<file path="src/hw/pdpi_cfg.svh">
// Timing and layout constants for the pager decoder pin interface.
`ifndef PDPI_CFG_SVH
`define PDPI_CFG_SVH
`define PDPI_REF_HZ          40000000
`define PDPI_OSC_HZ          76800
`define PDPI_OUT_HZ          38400
`define PDPI_OSC_HALF_CYC    ((`PDPI_REF_HZ / `PDPI_OSC_HZ) / 2)
`define PDPI_INIT_US         100
`define PDPI_INIT_CYC        ((`PDPI_INIT_US * (`PDPI_REF_HZ / 1000000)))
`define PDPI_WORD_BITS       8
`define PDPI_SYM_BITS        2
`define PDPI_RX_CTRL_BITS    8
`define PDPI_RX_CTRL_RST     8'h00
`define PDPI_TX_IDLE         8'hFF
`endif

</file>
<file path="src/hw/pdpi_pkg.sv">
// Types shared by the pager decoder pin interface.
package pdpi_pkg;
    typedef struct packed {
        logic sclk;
        logic sel_n;
        logic mosi;
    } pdpi_spi_in_t;
    typedef enum logic [1:0] {
        PDPI_RESET = 2'b00,
        PDPI_INIT  = 2'b01,
        PDPI_READY = 2'b11,
        PDPI_XFER  = 2'b10
    } pdpi_state_t;
endpackage

</file>
<file path="src/hw/pdpi_top.sv">
// Pin interface of the pager decoder: SPI slave, clocks, symbols and receiver controls.
// Notes on behaviour
// - A divided clock output runs at half the 76.8 kHz oscillator rate, 38.4 kHz.
// - A bypass strap picks between the internal oscillator and an external clock.
// - Driving the active-low reset low initialises all state into the reset state.
// - The two symbol inputs form one symbol, high input as MSB and low input as LSB.
// - Serial clock activity is ignored while slave select is not asserted.
// - The device is always a slave and never drives the serial clock.
// - Transfers happen only while the master holds slave select asserted.
// - Data is received on MOSI and sent on MISO in full duplex in the same transfer.
// - MISO is the only serial output and is high impedance during reset.
// - Ready is high during reset and goes low only when a packet can be accepted.
// - Eight receiver control outputs exist and are high impedance during reset.
// - A recovered symbol clock is derived from symbol timing and aligned to the clock.
`timescale 1ns/1ps
`default_nettype none
`include "pdpi_cfg.svh"
module pdpi_top #(
    parameter int INIT_CYC = `PDPI_INIT_CYC,
    parameter int W        = `PDPI_WORD_BITS
) (
    input  wire logic                  ref_clk_i,
    input  wire logic                  arst_n_i,
    input  wire logic                  oscillator_input_i,
    input  wire logic                  oscillator_bypass_strap_i,
    input  wire logic                  low_battery_input_i,
    input  wire logic                  symbol_high_bit_input_i,
    input  wire logic                  symbol_low_bit_input_i,
    input  wire pdpi_pkg::pdpi_spi_in_t spi_i,
    input  wire logic [W-1:0]          tx_word_i,
    input  wire logic [7:0]            rx_ctrl_i,
    output logic                       miso_o,
    output logic                       miso_oe_n_o,
    output logic                       ready_o,
    output logic                       oscillator_output_o,
    output logic                       divided_clock_output_o,
    output logic                       recovered_symbol_clock_o,
    output logic [7:0]                 receiver_control_outputs_o,
    output logic [7:0]                 receiver_control_oe_n_o,
    output logic [W-1:0]               rx_word_o,
    output logic                       rx_valid_o,
    output logic [1:0]                 symbol_o,
    output logic                       low_battery_o
);
    import pdpi_pkg::*;

    localparam int HALF = `PDPI_OSC_HALF_CYC;
    localparam int CW   = $clog2(INIT_CYC + HALF + 1);

    // Three-stage synchronisers; a change counts once stages two and three agree.
    logic [2:0] sclk_s, sel_s, mosi_s, xosc_s, sym1_s, sym0_s, lob_s;
    logic       sclk_q, sel_n_q, mosi_q, xosc_q, sym1_q, sym0_q;
    always_ff @(posedge ref_clk_i or negedge arst_n_i) begin
        if (!arst_n_i) begin
            sclk_s <= 3'h0; sel_s <= 3'h7; mosi_s <= 3'h0; xosc_s <= 3'h0;
            sym1_s <= 3'h0; sym0_s <= 3'h0; lob_s <= 3'h0;
            sclk_q <= 1'b0; sel_n_q <= 1'b1; mosi_q <= 1'b0; xosc_q <= 1'b0;
            sym1_q <= 1'b0; sym0_q <= 1'b0; low_battery_o <= 1'b0;
        end else begin
            sclk_s <= {sclk_s[1:0], spi_i.sclk};
            sel_s  <= {sel_s[1:0], spi_i.sel_n};
            mosi_s <= {mosi_s[1:0], spi_i.mosi};
            xosc_s <= {xosc_s[1:0], oscillator_input_i};
            sym1_s <= {sym1_s[1:0], symbol_high_bit_input_i};
            sym0_s <= {sym0_s[1:0], symbol_low_bit_input_i};
            lob_s  <= {lob_s[1:0], low_battery_input_i};
            if (sclk_s[2] == sclk_s[1]) sclk_q <= sclk_s[2];
            if (sel_s[2] == sel_s[1]) sel_n_q <= sel_s[2];
            if (mosi_s[2] == mosi_s[1]) mosi_q <= mosi_s[2];
            if (xosc_s[2] == xosc_s[1]) xosc_q <= xosc_s[2];
            if (sym1_s[2] == sym1_s[1]) sym1_q <= sym1_s[2];
            if (sym0_s[2] == sym0_s[1]) sym0_q <= sym0_s[2];
            // The level is only passed on; battery sensing is done outside.
            if (lob_s[2] == lob_s[1]) low_battery_o <= lob_s[2];
        end
    end

    // The strap is a pin, so it is caught once, after its synchroniser has filled and its
    // last two stages agree; until then the internal oscillator stays selected.
    logic       strap_reg, strap_done;
    logic [2:0] strap_s;
    logic [1:0] strap_age;
    always_ff @(posedge ref_clk_i or negedge arst_n_i) begin
        if (!arst_n_i) begin
            strap_s    <= 3'h0;
            strap_age  <= 2'h0;
            strap_reg  <= 1'b0;
            strap_done <= 1'b0;
        end else begin
            strap_s <= {strap_s[1:0], oscillator_bypass_strap_i};
            if (strap_age != 2'h3) begin
                strap_age <= strap_age + 1'b1;
            end else if (!strap_done && strap_s[2] == strap_s[1]) begin
                strap_reg  <= strap_s[2];
                strap_done <= 1'b1;
            end
        end
    end

    // Internal oscillator model: toggles at 76.8 kHz from the reference clock.
    logic [CW-1:0] osc_cnt;
    logic          int_osc;
    always_ff @(posedge ref_clk_i or negedge arst_n_i) begin
        if (!arst_n_i) begin
            osc_cnt <= '0;
            int_osc <= 1'b0;
        end else if (osc_cnt == CW'(HALF - 1)) begin
            osc_cnt <= '0;
            int_osc <= ~int_osc;
        end else begin
            osc_cnt <= osc_cnt + 1'b1;
        end
    end

    logic osc_sel, osc_prev;
    assign osc_sel = strap_reg ? xosc_q : int_osc;
    always_ff @(posedge ref_clk_i or negedge arst_n_i) begin
        if (!arst_n_i) begin
            osc_prev               <= 1'b0;
            oscillator_output_o    <= 1'b0;
            divided_clock_output_o <= 1'b0;
        end else begin
            osc_prev <= osc_sel;
            // Bypassed oscillator leaves its output idle low.
            oscillator_output_o <= strap_reg ? 1'b0 : int_osc;
            if (osc_sel && !osc_prev) divided_clock_output_o <= ~divided_clock_output_o;
        end
    end

    // Symbol packing and a recovered clock toggling on each symbol change.
    logic [1:0] sym_now;
    assign sym_now = {sym1_q, sym0_q};
    always_ff @(posedge ref_clk_i or negedge arst_n_i) begin
        if (!arst_n_i) begin
            symbol_o                 <= 2'h0;
            recovered_symbol_clock_o <= 1'b0;
        end else begin
            symbol_o <= sym_now;
            // Retimed on ref_clk, so the output edge always falls on a ref_clk edge.
            if (sym_now != symbol_o) recovered_symbol_clock_o <= ~recovered_symbol_clock_o;
        end
    end

    // Control state machine and init counter.
    pdpi_state_t   state_reg;
    logic [CW-1:0] init_cnt;
    logic          sel_act, sclk_prev, sclk_rise, sclk_fall;
    assign sel_act   = !sel_n_q;
    assign sclk_rise = sel_act && sclk_q && !sclk_prev;
    assign sclk_fall = sel_act && !sclk_q && sclk_prev;
    always_ff @(posedge ref_clk_i or negedge arst_n_i) begin
        if (!arst_n_i) begin
            state_reg <= PDPI_RESET;
            init_cnt  <= '0;
        end else begin
            unique case (state_reg)
                PDPI_RESET: state_reg <= PDPI_INIT;
                PDPI_INIT: begin
                    if (init_cnt == CW'(INIT_CYC - 1)) state_reg <= PDPI_READY;
                    else init_cnt <= init_cnt + 1'b1;
                end
                PDPI_READY: if (sel_act) state_reg <= PDPI_XFER;
                PDPI_XFER:  if (!sel_act) state_reg <= PDPI_READY;
            endcase
        end
    end

    // Full-duplex shifter, mode 0: sample on rise, shift out on fall.
    logic [W-1:0]         rx_sh, tx_sh;
    logic [$clog2(W)-1:0] bit_cnt;
    always_ff @(posedge ref_clk_i or negedge arst_n_i) begin
        if (!arst_n_i) begin
            sclk_prev   <= 1'b0;
            rx_sh       <= '0;
            tx_sh       <= '1;
            bit_cnt     <= '0;
            rx_word_o   <= '0;
            rx_valid_o  <= 1'b0;
            miso_o      <= 1'b1;
            miso_oe_n_o <= 1'b1;
            ready_o     <= 1'b1;
        end else begin
            sclk_prev  <= sclk_q;
            rx_valid_o <= 1'b0;
            ready_o    <= (state_reg != PDPI_READY);
            miso_oe_n_o <= !(state_reg == PDPI_XFER && sel_act);
            if (state_reg != PDPI_XFER) begin
                bit_cnt <= '0;
                tx_sh   <= tx_word_i;
                miso_o  <= tx_word_i[W-1];
            end else if (sclk_rise) begin
                rx_sh   <= {rx_sh[W-2:0], mosi_q};
                bit_cnt <= bit_cnt + 1'b1;
                if (bit_cnt == ($clog2(W))'(W - 1)) begin
                    rx_word_o  <= {rx_sh[W-2:0], mosi_q};
                    rx_valid_o <= 1'b1;
                end
            end else if (sclk_fall) begin
                if (bit_cnt == '0) tx_sh <= tx_word_i;
                else tx_sh <= {tx_sh[W-2:0], 1'b1};
                miso_o <= (bit_cnt == '0) ? tx_word_i[W-1] : tx_sh[W-2];
            end
        end
    end

    // Receiver controls float until initialisation ends.
    always_ff @(posedge ref_clk_i or negedge arst_n_i) begin
        if (!arst_n_i) begin
            receiver_control_outputs_o <= `PDPI_RX_CTRL_RST;
            receiver_control_oe_n_o    <= 8'hFF;
        end else begin
            receiver_control_outputs_o <= rx_ctrl_i;
            receiver_control_oe_n_o    <= (state_reg == PDPI_RESET || state_reg == PDPI_INIT)
                                          ? 8'hFF : 8'h00;
        end
    end

    property p_ready_high_in_init;
        @(posedge ref_clk_i) disable iff (!arst_n_i)
        (state_reg == PDPI_INIT) |=> ready_o;
    endproperty
    a_ready_high_in_init: assert property (p_ready_high_in_init)
        else $error("ready low during init");

    property p_ready_low_when_idle;
        @(posedge ref_clk_i) disable iff (!arst_n_i)
        (state_reg == PDPI_READY) |=> !ready_o;
    endproperty
    a_ready_low_when_idle: assert property (p_ready_low_when_idle)
        else $error("ready not low when idle");

    property p_miso_float_unselected;
        @(posedge ref_clk_i) disable iff (!arst_n_i)
        !sel_act |=> miso_oe_n_o;
    endproperty
    a_miso_float_unselected: assert property (p_miso_float_unselected)
        else $error("miso driven while unselected");

    property p_no_shift_unselected;
        @(posedge ref_clk_i) disable iff (!arst_n_i)
        !sel_act |=> $stable(rx_sh);
    endproperty
    a_no_shift_unselected: assert property (p_no_shift_unselected)
        else $error("shifted without select");

    property p_symbol_order;
        @(posedge ref_clk_i) disable iff (!arst_n_i)
        1'b1 |=> symbol_o == {$past(sym1_q), $past(sym0_q)};
    endproperty
    a_symbol_order: assert property (p_symbol_order)
        else $error("symbol bit order wrong");

    property p_recovered_symbol_clock_on_change;
        @(posedge ref_clk_i) disable iff (!arst_n_i)
        (sym_now != symbol_o) |=> $changed(recovered_symbol_clock_o);
    endproperty
    a_recovered_symbol_clock_on_change: assert property (p_recovered_symbol_clock_on_change)
        else $error("symbol clock missed a change");

    property p_divclk_half;
        @(posedge ref_clk_i) disable iff (!arst_n_i)
        (osc_sel && !osc_prev) |=> $changed(divided_clock_output_o);
    endproperty
    a_divclk_half: assert property (p_divclk_half)
        else $error("divided clock did not toggle");

    property p_rxctrl_float_init;
        @(posedge ref_clk_i) disable iff (!arst_n_i)
        (state_reg == PDPI_INIT) |=> (receiver_control_oe_n_o == 8'hFF);
    endproperty
    a_rxctrl_float_init: assert property (p_rxctrl_float_init)
        else $error("receiver controls driven in init");

    property p_rx_valid_in_xfer;
        @(posedge ref_clk_i) disable iff (!arst_n_i)
        rx_valid_o |-> $past(state_reg) == PDPI_XFER;
    endproperty
    a_rx_valid_in_xfer: assert property (p_rx_valid_in_xfer)
        else $error("word received outside transfer");
endmodule // pdpi_top
`default_nettype wire

</file>
<file path="config.mk">
export PLATFORM = sky130hd
export DESIGN_NAME = pdpi_top
export DESIGN_NICKNAME = d
export VERILOG_FILES = /design/src/hw/pdpi_pkg.sv /design/src/hw/pdpi_top.sv
export VERILOG_INCLUDE_DIRS = /design/src /design/src/hw
export SDC_FILE = /design/constraint.sdc
export NUM_CORES = 1
export LEC_CHECK = 0
export BUFFER_PORTS_ARGS = -buffer_cell sky130_fd_sc_hd__buf_4
export CORE_ASPECT_RATIO = 0.75
export CORE_MARGIN = 10
export CORE_UTILIZATION = 56
export CTS_CLUSTER_DIAMETER = 50
export DETAILED_ROUTE_END_ITERATION = 7
export GPL_TIMING_DRIVEN = 0
export HOLD_SLACK_MARGIN = 0.05
export PLACE_DENSITY = 0.81
export SETUP_SLACK_MARGIN = 0.1
export SLEW_MARGIN = 20
export SYNTH_ARGS = -nofsm -noshare
export SYNTH_HDL_FRONTEND = slang
export SYNTH_SLANG_ARGS = --single-unit
</file>
<file path="constraint.sdc">
create_clock -name ref_clk_i -period 2 [get_ports ref_clk_i]
set_input_delay 0.2 -clock ref_clk_i [delete_from_list [all_inputs] [get_ports ref_clk_i]]
set_output_delay 0.2 -clock ref_clk_i [all_outputs]
set_load 0.02 [all_outputs]
</file>
# ---- Yosys cells after proc, flatten, opt, wreduce, memory -nomap -nowiden
# Cells that the tools add are included.
dict set report word_totals {
  out_inout_bits 34
  input_bits 26
  ff_bits 116
}
dict set report op_classes {
  bitwise_logic 6
  n_eq_ne 22
  n_addsub 4
  n_reduce_logical 24
  muxes 21
}
# operator count
set ops {}
lappend ops {{$mux 7} 4}
lappend ops {{$add 13x1->13 const B} 2}
lappend ops {{$eq 13x12->1 const B} 1}
lappend ops {{$eq 13x9->1 const B} 1}
lappend ops {{$mux 13} 1}
lappend ops {{$ne 2x2->1 const B} 6}
lappend ops {{$mux 1} 9}
lappend ops {{$eq 1x1->1} 8}
lappend ops {{$mux 8} 1}
lappend ops {{$pmux 2 s4} 1}
lappend ops {{$reduce_and 2->1} 4}
lappend ops {{$logic_and 1x1->1} 7}
lappend ops {{$logic_not 1->1} 6}
lappend ops {{$mux 2} 3}
lappend ops {{$mux 3} 2}
lappend ops {{$not 1->1} 6}
lappend ops {{$reduce_and 3->1} 2}
lappend ops {{$eq 2x2->1 const B} 2}
lappend ops {{$reduce_bool 2->1} 2}
lappend ops {{$add 3x1->3 const B} 1}
lappend ops {{$eq 3x3->1 const B} 1}
lappend ops {{$logic_not 3->1} 1}
lappend ops {{$add 2x1->2 const B} 1}
lappend ops {{$eq 2x1->1 const B} 1}
lappend ops {{other kinds (4)} 4}

# ---- Longest topological paths before layout
dict set report logic_depth {
  depth_word 6
  mapped_depth 6
  depth_no_buf 6
}

# ---- Least setup slack after synthesis
# Ideal clock, no wire load.
dict set report synth_timing {
  kind {register to register}
  start {register init_cnt[0]}
  end {register init_cnt[1]}
  stages_incl_launch_ff 5
  synth_period_minus_slack_ps 1606
  setup_time_ps 125
  arrival_time_ps 1481
  setup_slack_ps 394
  path_cell_list {dfrtp_1 -> ha_1 -> and4_1 -> a31oi_1 -> mux2_2}
}
dict set report synth_via {
  elab_chain_len 3
  word_cells_on_any_way 4
  cone_classes {add/sub (1); eq/ne (1); bitwise (1); reduce/logical (1)}
}
# item line
set synth_lines {}
lappend synth_lines {{start: declaration} pdpi_top.sv:146} ;# logic [CW-1:0] init_cnt;
lappend synth_lines {{start signal: assignment} pdpi_top.sv:160} ;# else init_cnt <= init_cnt + 1'b1;
lappend synth_lines {{branches (longest 3 deep; another with $add 13x1->13)} --}
# Parallel ways; which one is timed is not known.
# A chain may end at the register's enable or synchronous reset.

# ---- Worst setup path in the final report
# Ends and elaborated chain as after synthesis.

==> reports/metrics.cfg <==
[power_and_ir_drop]
p_leak_nw=2.45
power.density_nw_per_um2=832
power_mw=4.23
peakVddDrop_mv=0.532

[finish]
finalNonFillerCells=483
seq_area_um2=2750
final_util_pct=73.0
reg.largest.list=init_cnt (13), osc_cnt (13)
fin_nets=411
final.fill_count=477
final_area_um2=5080
drive_gt1_share_pct=32.3
synthToLayoutAreaGrowth_pct=24.5
multi_input_comb_area_um2=1250

[sta]
finalSetupViolations=0
post-route-period-util_pct=84.6
relSlewSlack_pct=37.2
worst_slew_pin_slew_ps=941
hold_violations=0
rsz0062_at_grt=false
layout_min_cycle_time_ps=1690
fin_setup_tns_ps=0
fmax_ghz=0.591
maxSlewViolCount=0
hold_ws_ps=112
fin_skew_ps=12.1
worst_slack_ps=308

[clocking]
htreeDepth=3
cts.clk_slew.worst_paths_ps=100
cts_tree=done
root_buffer=clkbuf_8
cts-buffers-inserted=9
clock_latency_ps=370
clk_path_buf_depth=2
cts.sinks=109

[floorplan]
fp.dieW_um=119
dieArea_um2=11100
initial_utilization_pct=58.7
num_rows=26
ioPinCount=60
die_y_um=94.0
core_area_um2=6960

[worst_setup_path]
cp.arrival_ps=1950
critPathRequiredTime_ps=2260
cp-start-kind=flop
cp-end-kind=flop
criticalPathCategory=flop to flop
critPathMaxFanout=5

[routing]
drt_iter0_markers=208
wl_per_cell_um=15.2
drc_errors=0
vias_per_cell=4.99
ant_nets=0
drt_pass1_iterations=6
vias=2411
drt-total-wl_um=7330

[place]
placedCellCount=449
io_buffer_count=59
placed_area_um2=4650
hpwlAfterDp_um=4820
place_ws_ps=216
gp_routability_congestion=0.752

[outcome]
status=finished clean

[synthesis]
yosysWarningCount=0
synth_area_leader_cell=dfrtp_1
synth_async_sr_flop_share_pct=100
synth_area_um2=4080
ys_types=36
ys_top_cells_by_area=dfrtp_1, dfstp_2, mux2_2
synth-edff-count=0
synthesis.nets=324
yosysTopAreaCellShare_pct=57.6
netlist_instances=292
ys_ff_latch=109
synth_ff_type=dfrtp_1
syn_area_per_cell_um2=14.0
ys_seq_area_share_pct=67.2

[grt]
grt_overflow=0
grt_pass1_wl_um=12400
grt_pass1_vias=2606
track_usage_pct=13.8
antenna_found_initial=1
grt_max_degree=110

[hold_path]
hp-class=input pin to flop

[job]
maxCapViolations=0

[report_power, final]
part / total (mW) / leakage, nW / internal [mW] / switching, mW
Combinational: 0.267 / 0.986 / 0.133 / 0.134
Clock: 1.62 / 0.126 / 0.852 / 0.766
Sequential: 2.34 / 1.33 / 2.29 / 0.0513
[cell families (layout without fill, tap and decap cells)]
logic type               after synthesis  after routing  synth area share [%]
XOR/XNOR                              29             29                  6.22
AND/OR/NAND/NOR                       79             79                  11.2
adder cells (fa/ha/maj)               13             13                  3.55
flip-flops                           109            109                  67.2
buffers and inverters                 17            109                  2.27
other                                  0              1                     0
AO/OA/AOI/OAI                         19             19                  2.63
multiplexers                          26             26                  6.89
[worst paths after layout]
check | start | endpoint | slack [ps] | cells past startpoint
max | init_cnt[0] | init_cnt[1] | 310 | 4
min | tx_word_i[0] | tx_sh[0] | 110 | 3
max reg2reg | init_cnt[0] | init_cnt[1] | 310 | 4
min reg2reg | sym0_s[0] | sym0_s[1] | 360 | 0
max in group asynchronous | arst_n_i | init_cnt[3] | 850 | 2
min in group asynchronous | arst_n_i | init_cnt[10] | 500 | 2
[cell usage after synthesis, types with 2 or more instances]
cell      instances
dfrtp_1          94
nand2_1          22
mux2_2           17
xnor2_1          16
dfstp_2          15
nor2_1           15
xor2_1           13
mux2i_1           9
o21ai_0           9
inv_1             8
buf_4             7
maj3_1            7
and3_1            6
ha_1              6
a21oi_1           5
nand2b_1          5
nand3_1           5
nand4_1           5
nor2b_1           4
and4_1            3
a31oi_1           2
and2_1            2
buf_2             2
nor3_1            2
nor4b_1           2
[timing repair]
action / 4_1_cts / 5_1_grt
hold endpoints to repair: 110 / 0
resized for setup: 0 / 1
setup endpoints to repair: 0 / 1
buffers inserted: 0 / 0
hold buffers: 17 / 0
[critical path: stages (launching register included)]
cell	delay, ps
dfrtp_1	420
ha_1	240
and4_1	270
a31oi_2	280
mux2_2	370
[area by class of cell]
class | count | share of cell area [%]
clock inverters | 7 | 2.51
clock buffers | 9 | 2.44
inverters | 8 | 0.591
repair buffers | 76 | 12.1
flip-flops and latches | 109 | 54.0
diodes | 1 | 0.0492
well taps | 98 | 2.41
plain buffers | 9 | 1.23
multi-input cells | 166 | 24.6
[layout by cell type (no fill, tap or decap), types with 6 or more instances in the layout]
master,n
xnor2_1,16
dfstp_2,15
maj3_1,7
dlygate4sd3_1,17
xor2_1,13
o21ai_0,9
mux2i_1,9
nor2_1,15
clkbuf_8,9
dfrtp_1,94
nand2_1,22
ha_1,6
buf_4,65
and3_1,6
inv_1,8
mux2_2,17
[metal layers]
layer  up-vias  GRT usage [%]  share of wire, %
met5         -              0                 0
met4         0           5.58               2.1
met3        16           5.05               5.8
met2        62           22.1                47
met1      1179           16.8                45
li1       1154              -                 -
Note: power is estimated with default switching activity, not from simulation.
